File: config.mk
export PLATFORM = sky130hd
export DESIGN_NAME = serial_port_fifo_control
export DESIGN_NICKNAME = d
export VERILOG_FILES = /design/src/rtl/serial_port_fifo_pkg.sv /design/src/rtl/serial_port_fifo_control.sv
export SDC_FILE = /design/constraint.sdc
export NUM_CORES = 1
export LEC_CHECK = 0
export BUFFER_PORTS_ARGS = -buffer_cell sky130_fd_sc_hd__buf_2
export CORE_MARGIN = 2
export CORE_UTILIZATION = 45
export CTS_CLUSTER_SIZE = 40
export DETAILED_ROUTE_END_ITERATION = 8
export PLACE_DENSITY = 0.76
export SYNTH_ARGS = -nofsm -noshare
export SYNTH_HDL_FRONTEND = slang
export SYNTH_SLANG_ARGS = --single-unit
File: constraint.sdc
create_clock -name clk_i -period 4.9 [get_ports clk_i]
set_input_delay 0.98 -clock clk_i [delete_from_list [all_inputs] [get_ports clk_i]]
set_output_delay 0.98 -clock clk_i [all_outputs]
set_load 0.02 [all_outputs]
File: src/rtl/serial_port_fifo_pkg.sv
package serial_port_fifo_pkg;

    // bus geometry
    localparam int unsigned ADDR_W = 8;
    localparam int unsigned DATA_W = 32;

    // register byte offsets
    localparam logic [7:0] RX_CFG_OFS = 8'h00;
    localparam logic [7:0] TX_CFG_OFS = 8'h04;
    localparam logic [7:0] RX_STAT_OFS = 8'h08;
    localparam logic [7:0] TX_STAT_OFS = 8'h0C;
    localparam logic [7:0] SETUP_OFS = 8'h10;
    localparam logic [7:0] DATA_OFS = 8'h14;

    // field positions
    localparam int unsigned FLUSH_BIT = 7;
    localparam int unsigned COND_BIT = 6;
    localparam int unsigned OVF_BIT = 7;

    // queue geometry and capacities
    localparam int unsigned DEPTH = 4;
    localparam int unsigned PTR_W = 2;
    localparam int unsigned CNT_W = 3;
    localparam logic [2:0] CAP_HALF = 3'h4;
    localparam logic [2:0] CAP_FULL = 3'h2;
    localparam logic [2:0] CAP_OFF = 3'h1;

    // axi response codes
    localparam logic [1:0] RESP_OKAY = 2'h0;
    localparam logic [1:0] RESP_SLVERR = 2'h2;

    // threshold config of one queue
    typedef struct packed {
        logic cond_sel;
        logic [1:0] level;
    } queue_cfg_t;

    // queue setup word, bit 3 downward
    typedef struct packed {
        logic idle_keep_running;
        logic channel_run;
        logic half_duplex;
        logic queue_enable;
    } setup_t;

    // one received byte from the shift logic
    typedef struct packed {
        logic valid;
        logic [7:0] data;
    } byte_beat_t;

    // values after reset
    localparam queue_cfg_t CFG_RESET = 3'h0;
    localparam setup_t SETUP_RESET = 4'h0;
    localparam logic [31:0] WORD_ZERO = 32'h0000_0000;

endpackage

File: src/rtl/serial_port_fifo_control.sv
// The implementer's own choices: register access over AXI4-Lite and the address map.
`timescale 1ns/1ps
// What this block does
// - receive flush empties queue, zeroes count, pointers
// - select set: receive irq when count >= threshold
// - half duplex receive levels 4,1,2,3
// - full duplex receive levels 2,1,2,1
// - transmit flush empties queue, zeroes count, pointers
// - select set: transmit irq when count <= threshold
// - half duplex transmit levels 0,1,2,3
// - full duplex transmit levels 0,1,0,1
// - receive overrun sets overflow flag
// - reading data port clears overflow flag
// - receive count reports zero to four bytes
// - stop or idle stop resets transmit config
// - transmit count reports zero to four bytes
module serial_port_fifo_control (
    input wire logic clk_i, // 20 mhz peripheral clock
    input wire logic reset_i, // async reset, active high
    input wire logic [serial_port_fifo_pkg::ADDR_W-1:0] s_axi_awaddr, // write address
    input wire logic s_axi_awvalid, // write address valid
    output logic s_axi_awready, // write address ready
    input wire logic [31:0] s_axi_wdata, // write data
    input wire logic [3:0] s_axi_wstrb, // write byte enables
    input wire logic s_axi_wvalid, // write data valid
    output logic s_axi_wready, // write data ready
    output logic [1:0] s_axi_bresp, // write response
    output logic s_axi_bvalid, // write response valid
    input wire logic s_axi_bready, // write response ready
    input wire logic [serial_port_fifo_pkg::ADDR_W-1:0] s_axi_araddr, // read address
    input wire logic s_axi_arvalid, // read address valid
    output logic s_axi_arready, // read address ready
    output logic [31:0] s_axi_rdata, // read data
    output logic [1:0] s_axi_rresp, // read response
    output logic s_axi_rvalid, // read data valid
    input wire logic s_axi_rready, // read data ready
    input wire logic idle_i, // chip is in idle mode
    input serial_port_fifo_pkg::byte_beat_t rx_beat_i, // byte from receive shifter
    output logic rx_ready_o, // receive side accepts bytes
    output logic [7:0] tx_data_o, // byte to transmit shifter
    output logic tx_valid_o, // transmit byte valid
    input wire logic tx_ready_i, // transmit shifter takes byte
    output logic rx_irq_o, // receive interrupt level
    output logic tx_irq_o // transmit interrupt level
);
    import serial_port_fifo_pkg::*;

    // bus slave state
    logic aw_have_q, aw_have_d; // write address held
    logic w_have_q, w_have_d; // write data held
    logic [ADDR_W-1:0] wr_addr_q, wr_addr_d; // held write address
    logic [31:0] wr_data_q, wr_data_d; // held write data
    logic [3:0] wr_strb_q, wr_strb_d; // held byte enables
    logic awready_q, awready_d;
    logic wready_q, wready_d;
    logic bvalid_q, bvalid_d;
    logic [1:0] bresp_q, bresp_d;
    logic arready_q, arready_d;
    logic rvalid_q, rvalid_d;
    logic [1:0] rresp_q, rresp_d;
    logic [31:0] rdata_q, rdata_d;
    logic [ADDR_W-1:0] rd_addr_q, rd_addr_d; // last read address, for checks

    // register state
    queue_cfg_t rx_cfg_q, rx_cfg_d; // receive threshold config
    queue_cfg_t tx_cfg_q, tx_cfg_d; // transmit threshold config
    setup_t setup_q, setup_d; // mode and run bits
    logic ovf_q, ovf_d; // receive overflow flag
    logic rx_irq_q, rx_irq_d;
    logic tx_irq_q, tx_irq_d;
    logic rx_ready_q, rx_ready_d;

    // queue state
    logic [7:0] rx_mem_q [DEPTH];
    logic [7:0] rx_mem_d [DEPTH];
    logic [7:0] tx_mem_q [DEPTH];
    logic [7:0] tx_mem_d [DEPTH];
    logic [PTR_W-1:0] rx_wp_q, rx_wp_d, rx_rp_q, rx_rp_d;
    logic [PTR_W-1:0] tx_wp_q, tx_wp_d, tx_rp_q, tx_rp_d;
    logic [CNT_W-1:0] rx_cnt_q, rx_cnt_d; // receive fill count
    logic [CNT_W-1:0] tx_cnt_q, tx_cnt_d; // transmit fill count

    // two-entry output buffer toward the shifter
    logic out_v_q, out_v_d;
    logic [7:0] out_q, out_d;
    logic skid_v_q, skid_v_d;
    logic [7:0] skid_q, skid_d;

    // decoded strobes
    logic do_write; // both halves of a write are held
    logic ar_take; // read address taken this cycle
    logic wr_hit_rx_cfg, wr_hit_tx_cfg, wr_hit_setup, wr_hit_data;
    logic rd_data; // read of the data port
    logic rx_flush, tx_flush; // flush strobes
    logic rx_push, rx_pop, rx_overrun;
    logic tx_push, tx_pop;
    logic [2:0] rx_cap, tx_cap; // capacity for the current mode
    logic [2:0] rx_lvl, tx_lvl; // decoded thresholds
    logic tx_cfg_kill; // channel stopped or idle stop

    // capacity shrinks in full duplex; disabled queue acts as one byte holder
    function automatic logic [2:0] cap_of(input setup_t s);
        if (!s.queue_enable) begin
            return CAP_OFF;
        end
        return s.half_duplex ? CAP_HALF : CAP_FULL;
    endfunction

    // write and read decode, only byte lane 0 carries fields
    always_comb begin
        do_write = aw_have_q && w_have_q && !bvalid_q;
        ar_take = s_axi_arvalid && arready_q;
        wr_hit_rx_cfg = do_write && wr_strb_q[0] && (wr_addr_q == RX_CFG_OFS);
        wr_hit_tx_cfg = do_write && wr_strb_q[0] && (wr_addr_q == TX_CFG_OFS);
        wr_hit_setup = do_write && wr_strb_q[0] && (wr_addr_q == SETUP_OFS);
        wr_hit_data = do_write && wr_strb_q[0] && (wr_addr_q == DATA_OFS);
        // same word alignment as the read mux, so a pop always matches the data returned
        rd_data = ar_take && ({s_axi_araddr[ADDR_W-1:2], 2'b00} == DATA_OFS);
        rx_flush = wr_hit_rx_cfg && wr_data_q[FLUSH_BIT];
        tx_flush = wr_hit_tx_cfg && wr_data_q[FLUSH_BIT];
    end

    // threshold decode per duplex mode
    always_comb begin
        if (setup_q.half_duplex) begin
            rx_lvl = (rx_cfg_q.level == 2'h0) ? 3'h4 : {1'b0, rx_cfg_q.level};
            tx_lvl = {1'b0, tx_cfg_q.level};
        end else begin
            rx_lvl = rx_cfg_q.level[0] ? 3'h1 : 3'h2;
            tx_lvl = tx_cfg_q.level[0] ? 3'h1 : 3'h0;
        end
    end

    // axi4-lite slave, one write and one read in flight
    always_comb begin
        aw_have_d = aw_have_q;
        w_have_d = w_have_q;
        wr_addr_d = wr_addr_q;
        wr_data_d = wr_data_q;
        wr_strb_d = wr_strb_q;
        bvalid_d = bvalid_q;
        bresp_d = bresp_q;
        rvalid_d = rvalid_q;
        rresp_d = rresp_q;
        rdata_d = rdata_q;
        rd_addr_d = rd_addr_q;
        if (s_axi_awvalid && awready_q) begin
            aw_have_d = 1'b1;
            wr_addr_d = {s_axi_awaddr[ADDR_W-1:2], 2'b00};
        end
        if (s_axi_wvalid && wready_q) begin
            w_have_d = 1'b1;
            wr_data_d = s_axi_wdata;
            wr_strb_d = s_axi_wstrb;
        end
        if (bvalid_q && s_axi_bready) begin
            bvalid_d = 1'b0;
        end
        if (do_write) begin
            aw_have_d = 1'b0;
            w_have_d = 1'b0;
            bvalid_d = 1'b1;
            // read-only status words take the write silently
            case (wr_addr_q)
                RX_CFG_OFS, TX_CFG_OFS, RX_STAT_OFS, TX_STAT_OFS,
                SETUP_OFS, DATA_OFS: bresp_d = RESP_OKAY;
                default: bresp_d = RESP_SLVERR;
            endcase
        end
        if (rvalid_q && s_axi_rready) begin
            rvalid_d = 1'b0;
        end
        if (ar_take) begin
            rvalid_d = 1'b1;
            rresp_d = RESP_OKAY;
            rd_addr_d = {s_axi_araddr[ADDR_W-1:2], 2'b00};
            // reserved and strobe bits read as zero
            case ({s_axi_araddr[ADDR_W-1:2], 2'b00})
                RX_CFG_OFS: rdata_d = {24'h00_0000, 1'b0, rx_cfg_q.cond_sel, 4'h0,
                                       rx_cfg_q.level};
                TX_CFG_OFS: rdata_d = {24'h00_0000, 1'b0, tx_cfg_q.cond_sel, 4'h0,
                                       tx_cfg_q.level};
                RX_STAT_OFS: rdata_d = {24'h00_0000, ovf_q, 4'h0, rx_cnt_q};
                TX_STAT_OFS: rdata_d = {24'h00_0000, 5'h00, tx_cnt_q};
                SETUP_OFS: rdata_d = {28'h000_0000, setup_q};
                DATA_OFS: rdata_d = (rx_cnt_q != 3'h0) ? {24'h00_0000, rx_mem_q[rx_rp_q]}
                                                       : WORD_ZERO;
                default: begin
                    rdata_d = WORD_ZERO;
                    rresp_d = RESP_SLVERR;
                end
            endcase
        end
        awready_d = !aw_have_d && !bvalid_d;
        wready_d = !w_have_d && !bvalid_d;
        arready_d = !rvalid_d;
    end

    // software registers, transmit config drops back while stopped
    always_comb begin
        rx_cfg_d = rx_cfg_q;
        tx_cfg_d = tx_cfg_q;
        setup_d = setup_q;
        tx_cfg_kill = !setup_q.channel_run || (idle_i && !setup_q.idle_keep_running);
        if (wr_hit_rx_cfg) begin
            rx_cfg_d = {wr_data_q[COND_BIT], wr_data_q[1:0]};
        end
        if (wr_hit_tx_cfg) begin
            tx_cfg_d = {wr_data_q[COND_BIT], wr_data_q[1:0]};
        end
        if (wr_hit_setup) begin
            setup_d = wr_data_q[3:0];
        end
        if (tx_cfg_kill) begin
            tx_cfg_d = CFG_RESET;
        end
        rx_ready_d = setup_q.channel_run;
    end

    // receive queue: bytes from the shifter, popped by data port reads
    always_comb begin
        rx_cap = cap_of(setup_q);
        rx_push = rx_beat_i.valid && rx_ready_q && (rx_cnt_q < rx_cap);
        rx_overrun = rx_beat_i.valid && rx_ready_q && (rx_cnt_q >= rx_cap);
        rx_pop = rd_data && (rx_cnt_q != 3'h0);
        rx_wp_d = rx_push ? rx_wp_q + 2'h1 : rx_wp_q;
        rx_rp_d = rx_pop ? rx_rp_q + 2'h1 : rx_rp_q;
        rx_cnt_d = rx_cnt_q + {2'b00, rx_push} - {2'b00, rx_pop};
        // flush beats a push or pop in the same cycle
        if (rx_flush) begin
            rx_wp_d = 2'h0;
            rx_rp_d = 2'h0;
            rx_cnt_d = 3'h0;
        end
        // a new overrun wins over the clearing read
        ovf_d = (ovf_q && !rd_data) || rx_overrun;
        rx_irq_d = rx_cfg_q.cond_sel ? (rx_cnt_q >= rx_lvl) : (rx_cnt_q == rx_lvl);
    end

    // transmit queue: filled by data port writes, drained into the buffer
    always_comb begin
        tx_cap = cap_of(setup_q);
        tx_push = wr_hit_data && (tx_cnt_q < tx_cap); // a write to a full queue is dropped
        tx_pop = (tx_cnt_q != 3'h0) && !skid_v_q; // buffer stall holds the queue
        tx_wp_d = tx_push ? tx_wp_q + 2'h1 : tx_wp_q;
        tx_rp_d = tx_pop ? tx_rp_q + 2'h1 : tx_rp_q;
        tx_cnt_d = tx_cnt_q + {2'b00, tx_push} - {2'b00, tx_pop};
        if (tx_flush) begin
            tx_wp_d = 2'h0;
            tx_rp_d = 2'h0;
            tx_cnt_d = 3'h0;
        end
        tx_irq_d = tx_cfg_q.cond_sel ? (tx_cnt_q <= tx_lvl) : (tx_cnt_q == tx_lvl);
    end

    // queue storage, one writer per entry
    for (genvar i = 0; i < DEPTH; i++) begin : g_entry
        assign rx_mem_d[i] = (rx_push && rx_wp_q == PTR_W'(i)) ? rx_beat_i.data
                                                                : rx_mem_q[i];
        assign tx_mem_d[i] = (tx_push && tx_wp_q == PTR_W'(i)) ? wr_data_q[7:0]
                                                                : tx_mem_q[i];
    end

    // output buffer: second slot catches a byte while the shifter stalls
    always_comb begin
        out_v_d = out_v_q;
        out_d = out_q;
        skid_v_d = skid_v_q;
        skid_d = skid_q;
        if (!out_v_q || tx_ready_i) begin
            if (skid_v_q) begin
                out_v_d = 1'b1;
                out_d = skid_q;
                skid_v_d = 1'b0;
            end else begin
                out_v_d = tx_pop;
                out_d = tx_mem_q[tx_rp_q];
            end
        end else if (tx_pop) begin
            skid_v_d = 1'b1;
            skid_d = tx_mem_q[tx_rp_q];
        end
    end

    // one register stage for everything above
    always_ff @(posedge clk_i or posedge reset_i) begin
        if (reset_i) begin
            aw_have_q <= 1'b0;
            w_have_q <= 1'b0;
            wr_addr_q <= 8'h00;
            wr_data_q <= WORD_ZERO;
            wr_strb_q <= 4'h0;
            awready_q <= 1'b0;
            wready_q <= 1'b0;
            bvalid_q <= 1'b0;
            bresp_q <= RESP_OKAY;
            arready_q <= 1'b0;
            rvalid_q <= 1'b0;
            rresp_q <= RESP_OKAY;
            rdata_q <= WORD_ZERO;
            rd_addr_q <= 8'h00;
            rx_cfg_q <= CFG_RESET;
            tx_cfg_q <= CFG_RESET;
            setup_q <= SETUP_RESET;
            ovf_q <= 1'b0;
            rx_irq_q <= 1'b0;
            tx_irq_q <= 1'b0;
            rx_ready_q <= 1'b0;
            rx_wp_q <= 2'h0;
            rx_rp_q <= 2'h0;
            tx_wp_q <= 2'h0;
            tx_rp_q <= 2'h0;
            rx_cnt_q <= 3'h0;
            tx_cnt_q <= 3'h0;
            out_v_q <= 1'b0;
            out_q <= 8'h00;
            skid_v_q <= 1'b0;
            skid_q <= 8'h00;
            for (int k = 0; k < DEPTH; k++) begin
                rx_mem_q[k] <= 8'h00;
                tx_mem_q[k] <= 8'h00;
            end
        end else begin
            aw_have_q <= aw_have_d;
            w_have_q <= w_have_d;
            wr_addr_q <= wr_addr_d;
            wr_data_q <= wr_data_d;
            wr_strb_q <= wr_strb_d;
            awready_q <= awready_d;
            wready_q <= wready_d;
            bvalid_q <= bvalid_d;
            bresp_q <= bresp_d;
            arready_q <= arready_d;
            rvalid_q <= rvalid_d;
            rresp_q <= rresp_d;
            rdata_q <= rdata_d;
            rd_addr_q <= rd_addr_d;
            rx_cfg_q <= rx_cfg_d;
            tx_cfg_q <= tx_cfg_d;
            setup_q <= setup_d;
            ovf_q <= ovf_d;
            rx_irq_q <= rx_irq_d;
            tx_irq_q <= tx_irq_d;
            rx_ready_q <= rx_ready_d;
            rx_wp_q <= rx_wp_d;
            rx_rp_q <= rx_rp_d;
            tx_wp_q <= tx_wp_d;
            tx_rp_q <= tx_rp_d;
            rx_cnt_q <= rx_cnt_d;
            tx_cnt_q <= tx_cnt_d;
            out_v_q <= out_v_d;
            out_q <= out_d;
            skid_v_q <= skid_v_d;
            skid_q <= skid_d;
            rx_mem_q <= rx_mem_d;
            tx_mem_q <= tx_mem_d;
        end
    end

    // ports straight from flops
    assign s_axi_awready = awready_q;
    assign s_axi_wready = wready_q;
    assign s_axi_bvalid = bvalid_q;
    assign s_axi_bresp = bresp_q;
    assign s_axi_arready = arready_q;
    assign s_axi_rvalid = rvalid_q;
    assign s_axi_rresp = rresp_q;
    assign s_axi_rdata = rdata_q;
    assign rx_ready_o = rx_ready_q;
    assign tx_valid_o = out_v_q;
    assign tx_data_o = out_q;
    assign rx_irq_o = rx_irq_q;
    assign tx_irq_o = tx_irq_q;
endmodule

# Yosys cells after proc, flatten, opt, wreduce, memory -nomap -nowiden
# Index checks and enable logic that the tools add are counted.
[classes]
eq_ne = 18
n_mul = 0
order_cmp = 7
div = 0
n_mux = 43
n_addsub = 8
n_bitwise = 3
shift = 0
reduce_logical = 62
[op_table]
columns = ["op", "n"]
rows = [
  ["8-bit 2-to-1 mux", 6],
  ["8-bit case mux with 6 select lines", 1],
  ["1-bit logical AND", 33],
  ["8-bit binary-select mux with 2-bit select", 2],
  ["6-bit by 2-bit equality test with 1-bit output, second input constant", 4],
  ["6-bit by 3-bit equality test with 1-bit output, second input constant", 4],
  ["2-bit 2-to-1 mux", 12],
  ["3-bit 2-to-1 mux", 8],
  ["1-bit 2-to-1 mux", 14],
  ["6-bit by 1-bit equality test with 1-bit output, second input constant", 2],
  ["2-bit nonzero test", 6],
  ["6-bit OR reduction", 2],
  ["1-bit zero test", 10],
  ["2-bit by 1-bit adder with 2-bit output, second input constant", 4],
  ["2-bit equality test, second input constant", 4],
  ["8-bit zero test", 1],
  ["3-bit by 1-bit adder with 3-bit output", 2],
  ["3-bit equality test", 2],
  ["3-bit >= comparator", 2],
  ["3-bit >= comparator, second input constant", 2],
  ["2-bit zero test", 3],
  ["6-bit zero test", 1],
  ["3-bit < comparator", 2],
  ["2-bit NOT with 3-bit output", 2],
  ["7 further kinds", 12],
]
[word_totals]
output_inout_bits = 53
memories = 0
elab_cells = 184
latch_bits = 0
reg_bits = 168
input_bits = 70
romBits = 0
ramBits = 0

# Longest topological paths before layout
[depth]
depth_word = 8
mapped_depth = 14
mapped_depth_nobuf = 13

# Worst setup path after synthesis
# Ideal clock, no wire load.
[synth_path]
kind = "input to register"
start = "input s_axi_araddr[2] (netlist name)"
end = "register rx_cnt_q[2]"
n_path_buf = 2
stages = 12
slack_ps = 1721
required_time_ps = 4767
setup_time_ps = 133
t_arrival_ps = 3046
cell_sequence = "clkbuf_1 and3b_1 and4_1 clkbuf_1 ha_1 inv_1 ha_1 inv_1 fa_1 xor2_1 xnor2_1 nor2_1"
[synth_via]
elab_chain_len = 5
[synth_rtl]
columns = ["item", "line_no", "source"]
rows = [
  ["start, declared", "serial_port_fifo_control.sv:30", "input wire logic [serial_port_fifo_pkg::ADDR_W-1:0] s_axi_araddr,"],
  ["6-bit by 3-bit equality test with 1-bit output", "serial_port_fifo_control.sv:118", "rd_data = ar_take && ({s_axi_araddr[ADDR_W-1:2], 2'b00} == DATA_OFS);"],
  ["1-bit logical AND", "serial_port_fifo_control.sv:118", ""],
  ["1-bit logical AND", "serial_port_fifo_control.sv:225", "rx_pop = rd_data && (rx_cnt_q != 3'h0);"],
  ["3-bit by 1-bit subtractor with 3-bit output", "serial_port_fifo_control.sv:228", "rx_cnt_d = rx_cnt_q + {2'b00, rx_push} - {2'b00, rx_pop};"],
  ["3-bit 2-to-1 mux", "serial_port_fifo_control.sv:230", "if (rx_flush) begin"],
  ["net rx_cnt_d[2]", "serial_port_fifo_control.sv:80", "logic [CNT_W-1:0] rx_cnt_q, rx_cnt_d;"],
  ["end signal, assigned", "serial_port_fifo_control.sv:349", "rx_cnt_q <= rx_cnt_d;"],
  ["end, declared", "serial_port_fifo_control.sv:80", ""],
]
# The timed path passes the listed nets, and every way through them passes these cells.
# A chain may end at the register's enable or synchronous reset.

# Worst setup path after layout
[layout_path]
start = "register wr_addr_q[5]"
end = "register tx_cnt_q[2]"
[layout_via]
elab_chain_len = 6
word_cells_on_any_way = 9
classes_between = "add/sub: 2; eq/ne: 2; mux: 1; reduce/logical: 4"
[layout_rtl]
columns = ["item", "line_no", "source"]
rows = [
  ["start, declared", "serial_port_fifo_control.sv:51", "logic [ADDR_W-1:0] wr_addr_q, wr_addr_d;"],
  ["start signal, assigned", "serial_port_fifo_control.sv:326", "wr_addr_q <= wr_addr_d;"],
  ["6-bit by 3-bit equality test with 1-bit output", "serial_port_fifo_control.sv:116", "wr_hit_data = do_write && wr_strb_q[0] && (wr_addr_q == DATA_OFS);"],
  ["1-bit logical AND", "serial_port_fifo_control.sv:116", ""],
  ["1-bit logical AND", "serial_port_fifo_control.sv:243", "tx_push = wr_hit_data && (tx_cnt_q < tx_cap);"],
  ["3-bit by 1-bit adder with 3-bit output", "serial_port_fifo_control.sv:247", "tx_cnt_d = tx_cnt_q + {2'b00, tx_push} - {2'b00, tx_pop};"],
  ["3-bit by 1-bit subtractor with 3-bit output", "serial_port_fifo_control.sv:247", ""],
  ["3-bit 2-to-1 mux *", "serial_port_fifo_control.sv:248", "if (tx_flush) begin"],
  ["net tx_cnt_d[2]", "serial_port_fifo_control.sv:81", "logic [CNT_W-1:0] tx_cnt_q, tx_cnt_d;"],
  ["end signal, assigned", "serial_port_fifo_control.sv:350", "tx_cnt_q <= tx_cnt_d;"],
  ["end, declared", "serial_port_fifo_control.sv:81", ""],
]
# Mark *: on every way through the listed nets, which the timed path passes. The rest lies on a longest branch.

==> impl_metrics.env <==
export IMPL_status="finished, final reports clean"
export IMPL_place_hpwl_mm=9.171
export IMPL_rsz0062_at_grt="false"
export IMPL_initial_core_util_pct=46.23
export IMPL_core_rowCount=44
export IMPL_slew_headroom_pct=35.09
export IMPL_synthCells=521
export IMPL_core_um2=14590
export IMPL_grtUsageTotal_pct=17.38
export IMPL_clock_latency_ps=410
export IMPL_drv_cap=0
export IMPL_min_path_type="reg2reg"
export IMPL_grt_max_degree=113
export IMPL_ir_drop_v=0.0003248
export IMPL_r2r_cells=11
export IMPL_seq_area_frac_synth_pct=52.68
export IMPL_placed_area_um2=7162
export IMPL_ys_flop_type="dfrtp_1"
export IMPL_layout_nets=686
export IMPL_reg2reg_slack_ps=1830
export IMPL_final_common_cell="dfrtp_1"
export IMPL_synth_async_reset_ratio_pct=100.0
export IMPL_cts_setup_buffers=0
export IMPL_max_freq_ghz=0.3257
export IMPL_hold_path_end="tx_data_o[1]$_DFFE_PP0N_"
export IMPL_grt_first_pass_wirelength_mm=21.96
export IMPL_slew_violations=0
export IMPL_reg2reg_to="tx_cnt_q[2]$_DFF_PP0_"
export IMPL_ys_ff_latch=142
export IMPL_post_cts_resized=0
export IMPL_antenna_found_initial=0
export IMPL_synth_edff_count=0
export IMPL_die_w_um=126.4
export IMPL_drtIter0Drc=156
export IMPL_htree_levels=4
export IMPL_cp_start_kind="register"
export IMPL_cellPowerDensity_nw_per_um2=489.3
export IMPL_p_switching_mw=1.153
export IMPL_min_period_ps=3071
export IMPL_worst_ep_required_time_ps=5190
export IMPL_io_buffers=65
export IMPL_seq_power_share_pct=44.2
export IMPL_die_area_um2=15980
export IMPL_crit_fanout=7
export IMPL_finish_instance_area_um2=7790
export IMPL_finalCritPeriodShare_pct=62.67
export IMPL_pin_count=123
export IMPL_setup_viol=0
export IMPL_drcViolationCount=0
export IMPL_grt_pass1_vias=4376
export IMPL_finalHoldViolCount=0
export IMPL_fin_skew_ps=10.72
export IMPL_worst_pin_slew_ps=973.6
export IMPL_grt_overflow=0
export IMPL_path_class="reg2reg"
export IMPL_numCtsBuffers=17
export IMPL_cts_tree="built"
export IMPL_wl_mm=13.05
export IMPL_die_h_um=126.4
export IMPL_yosysWarnings=0
export IMPL_fin_cells=789
export IMPL_antenna_cells=0
export IMPL_vias_per_cell=5.407
export IMPL_synth_area_um2=6745
export IMPL_holdPathStages=2
export IMPL_power_frac_comb_pct=20.7
export IMPL_regArea_um2=3553
export IMPL_p_leak_nw=3.858
export IMPL_place_inst=757
export IMPL_min_from="tx_data_o[1]$_DFFE_PP0N_"
export IMPL_p_int_mw=2.659
export IMPL_final_cell_mix="dfrtp_1, mux2_2, buf_2"
export IMPL_cts_sinks=142
export IMPL_drive_gt1_share_pct=35.54
export IMPL_multi_input_area_um2=2958
export IMPL_ctsHoldBuffers=0
export IMPL_dr_pass1_iters=4
export IMPL_wl_per_cell_um=16.54
export IMPL_tns_ps=0
export IMPL_clock_root_buffer="clkbuf_16"
export IMPL_route_vias_total=4266
export IMPL_cp_end_kind="register"
export IMPL_area_growth_pct=15.49
export IMPL_n_fill_cell=1216
export IMPL_swShare_pct=30.24
export IMPL_clk_pin_slew_ps=60
export IMPL_synth_cell_types=52
export IMPL_cts_buffer_depth=2
export IMPL_worstPathArrival_ps=3360
export IMPL_place_congestion=0.8247
export IMPL_avgSynthCellArea_um2=12.95
export IMPL_p_clk_share_pct=35.1
export IMPL_antenna_left=0
export IMPL_r2r_start="wr_addr_q[5]$_DFFE_PP0P_"
[logic make-up (layout without fill, tap and decap cells)]
| family | Yosys count | in the layout | synth area share (%) |
|---|---|---|---|
| fa+ha+maj | 24 | 24 | 4.674 |
| xor+xnor | 8 | 8 | 1.039 |
| flops | 142 | 142 | 52.68 |
| compound gates | 51 | 51 | 4.526 |
| simple gates | 105 | 105 | 8.310 |
| buf+inv | 61 | 120 | 4.860 |
| other cells | 1 | 26 | 0.05559 |
| mux | 129 | 129 | 23.85 |
[sequential cells by signal, summed over array words and instances (netlist names), 6 cells and up]
name,flops
rx_mem_q,32
wr_addr_q,6
skid_q,8
tx_data_o,8
s_axi_rdata,8
tx_mem_q,32
wr_data_q,8
[worst max-delay path: stages, from the launching register on]
cell and delay (ps):
dfrtp_1 390, nor4b_1 740, o2111a_1 480, inv_1 90
ha_1 290, inv_1 60, ha_1 130, inv_1 40
fa_1 370, xor2_1 180, xnor2_1 130, nor2_1 60
[cell usage after synthesis (2+ instances only)]
cell type  count  area, µm²
dfrtp_1      142       3553
mux2_2        94       1059
nand2_1       32      120.1
buf_4         26      195.2
ha_1          22      275.3
inv_1         22      82.58
nor2_1        22      82.58
o21ai_0       21      105.1
mux2i_1       19      190.2
mux4_2        16      360.4
a21oi_1       12      60.06
nand3_1       10      50.05
clkbuf_1       9      33.78
xnor2_1        6      52.55
nand2b_1       5      31.28
nor2b_1        5      31.28
nor3_1         5      25.02
buf_1          3      11.26
or3_1          3      18.77
a211oi_1       2      15.01
a21o_1         2      15.01
a31oi_1        2      12.51
and3b_1        2      17.52
fa_1           2      40.04
nand3b_1       2      15.01
nand4b_1       2      17.52
nor3_2         2      20.02
nor3b_1        2      15.01
nor4_1         2      12.51
o21a_1         2      15.01
o2bb2ai_1      2      17.52
or2_2          2      12.51
xor2_1         2      17.52
[area by class of cell]
type	count	area share [%]
Sequential cell	142	45.62
Multi-Input combinational cell	343	37.97
Clock buffer	23	6.393
Timing Repair Buffer	66	4.272
Tap cell	184	2.955
Clock inverter	9	1.670
Inverter	22	1.124
[power groups by stage]
stage	clock, mW	sequential (mW)	combinational (mW)
floorplan	0	1.59	0.664
global placement	0	1.69	0.747
detailed placement	0	1.71	0.788
CTS	1.36	1.69	0.798
global route	1.41	1.73	0.888
finish	1.34	1.69	0.789
[routing by layer]
layer,wire length [µm],global-route usage (%)
met1,5932,23.14
met2,6280,27.78
met3,669,4.513
met4,169,6.141
met5,0,0
[worst max-delay path by stage]
stage                                  start               endpoint  slack [ps]
global route        wr_addr_q[5]$_DFFE_PP0P_  tx_cnt_q[2]$_DFF_PP0_        1550
global placement             s_axi_araddr[5]  rx_cnt_q[2]$_DFF_PP0_        1670
CTS                 wr_addr_q[5]$_DFFE_PP0P_  tx_cnt_q[2]$_DFF_PP0_        1850
finish              wr_addr_q[5]$_DFFE_PP0P_  tx_cnt_q[2]$_DFF_PP0_        1830
floorplan                            reset_i    aw_have_q$_DFF_PP0_         110
detailed placement           s_axi_araddr[5]  rx_cnt_q[2]$_DFF_PP0_        1580
[metrics by stage]
| step | power, mW | hold WS, ps | setup slack, ps | utilization [%] |
|---|---|---|---|---|
| floorplan | 2.254 | 385.1 | 110.4 | - |
| global placement | 2.433 | 456.1 | 1669 | 49.09 |
| detailed placement | 2.496 | 465.4 | 1580 | 49.09 |
| CTS | 3.843 | 479.1 | 1849 | 53.40 |
| global route | 4.024 | 495.5 | 1555 | 53.40 |
| finish | 3.812 | 473.7 | 1829 | 53.40 |
No activity file was read; power rests on OpenSTA's default activity.
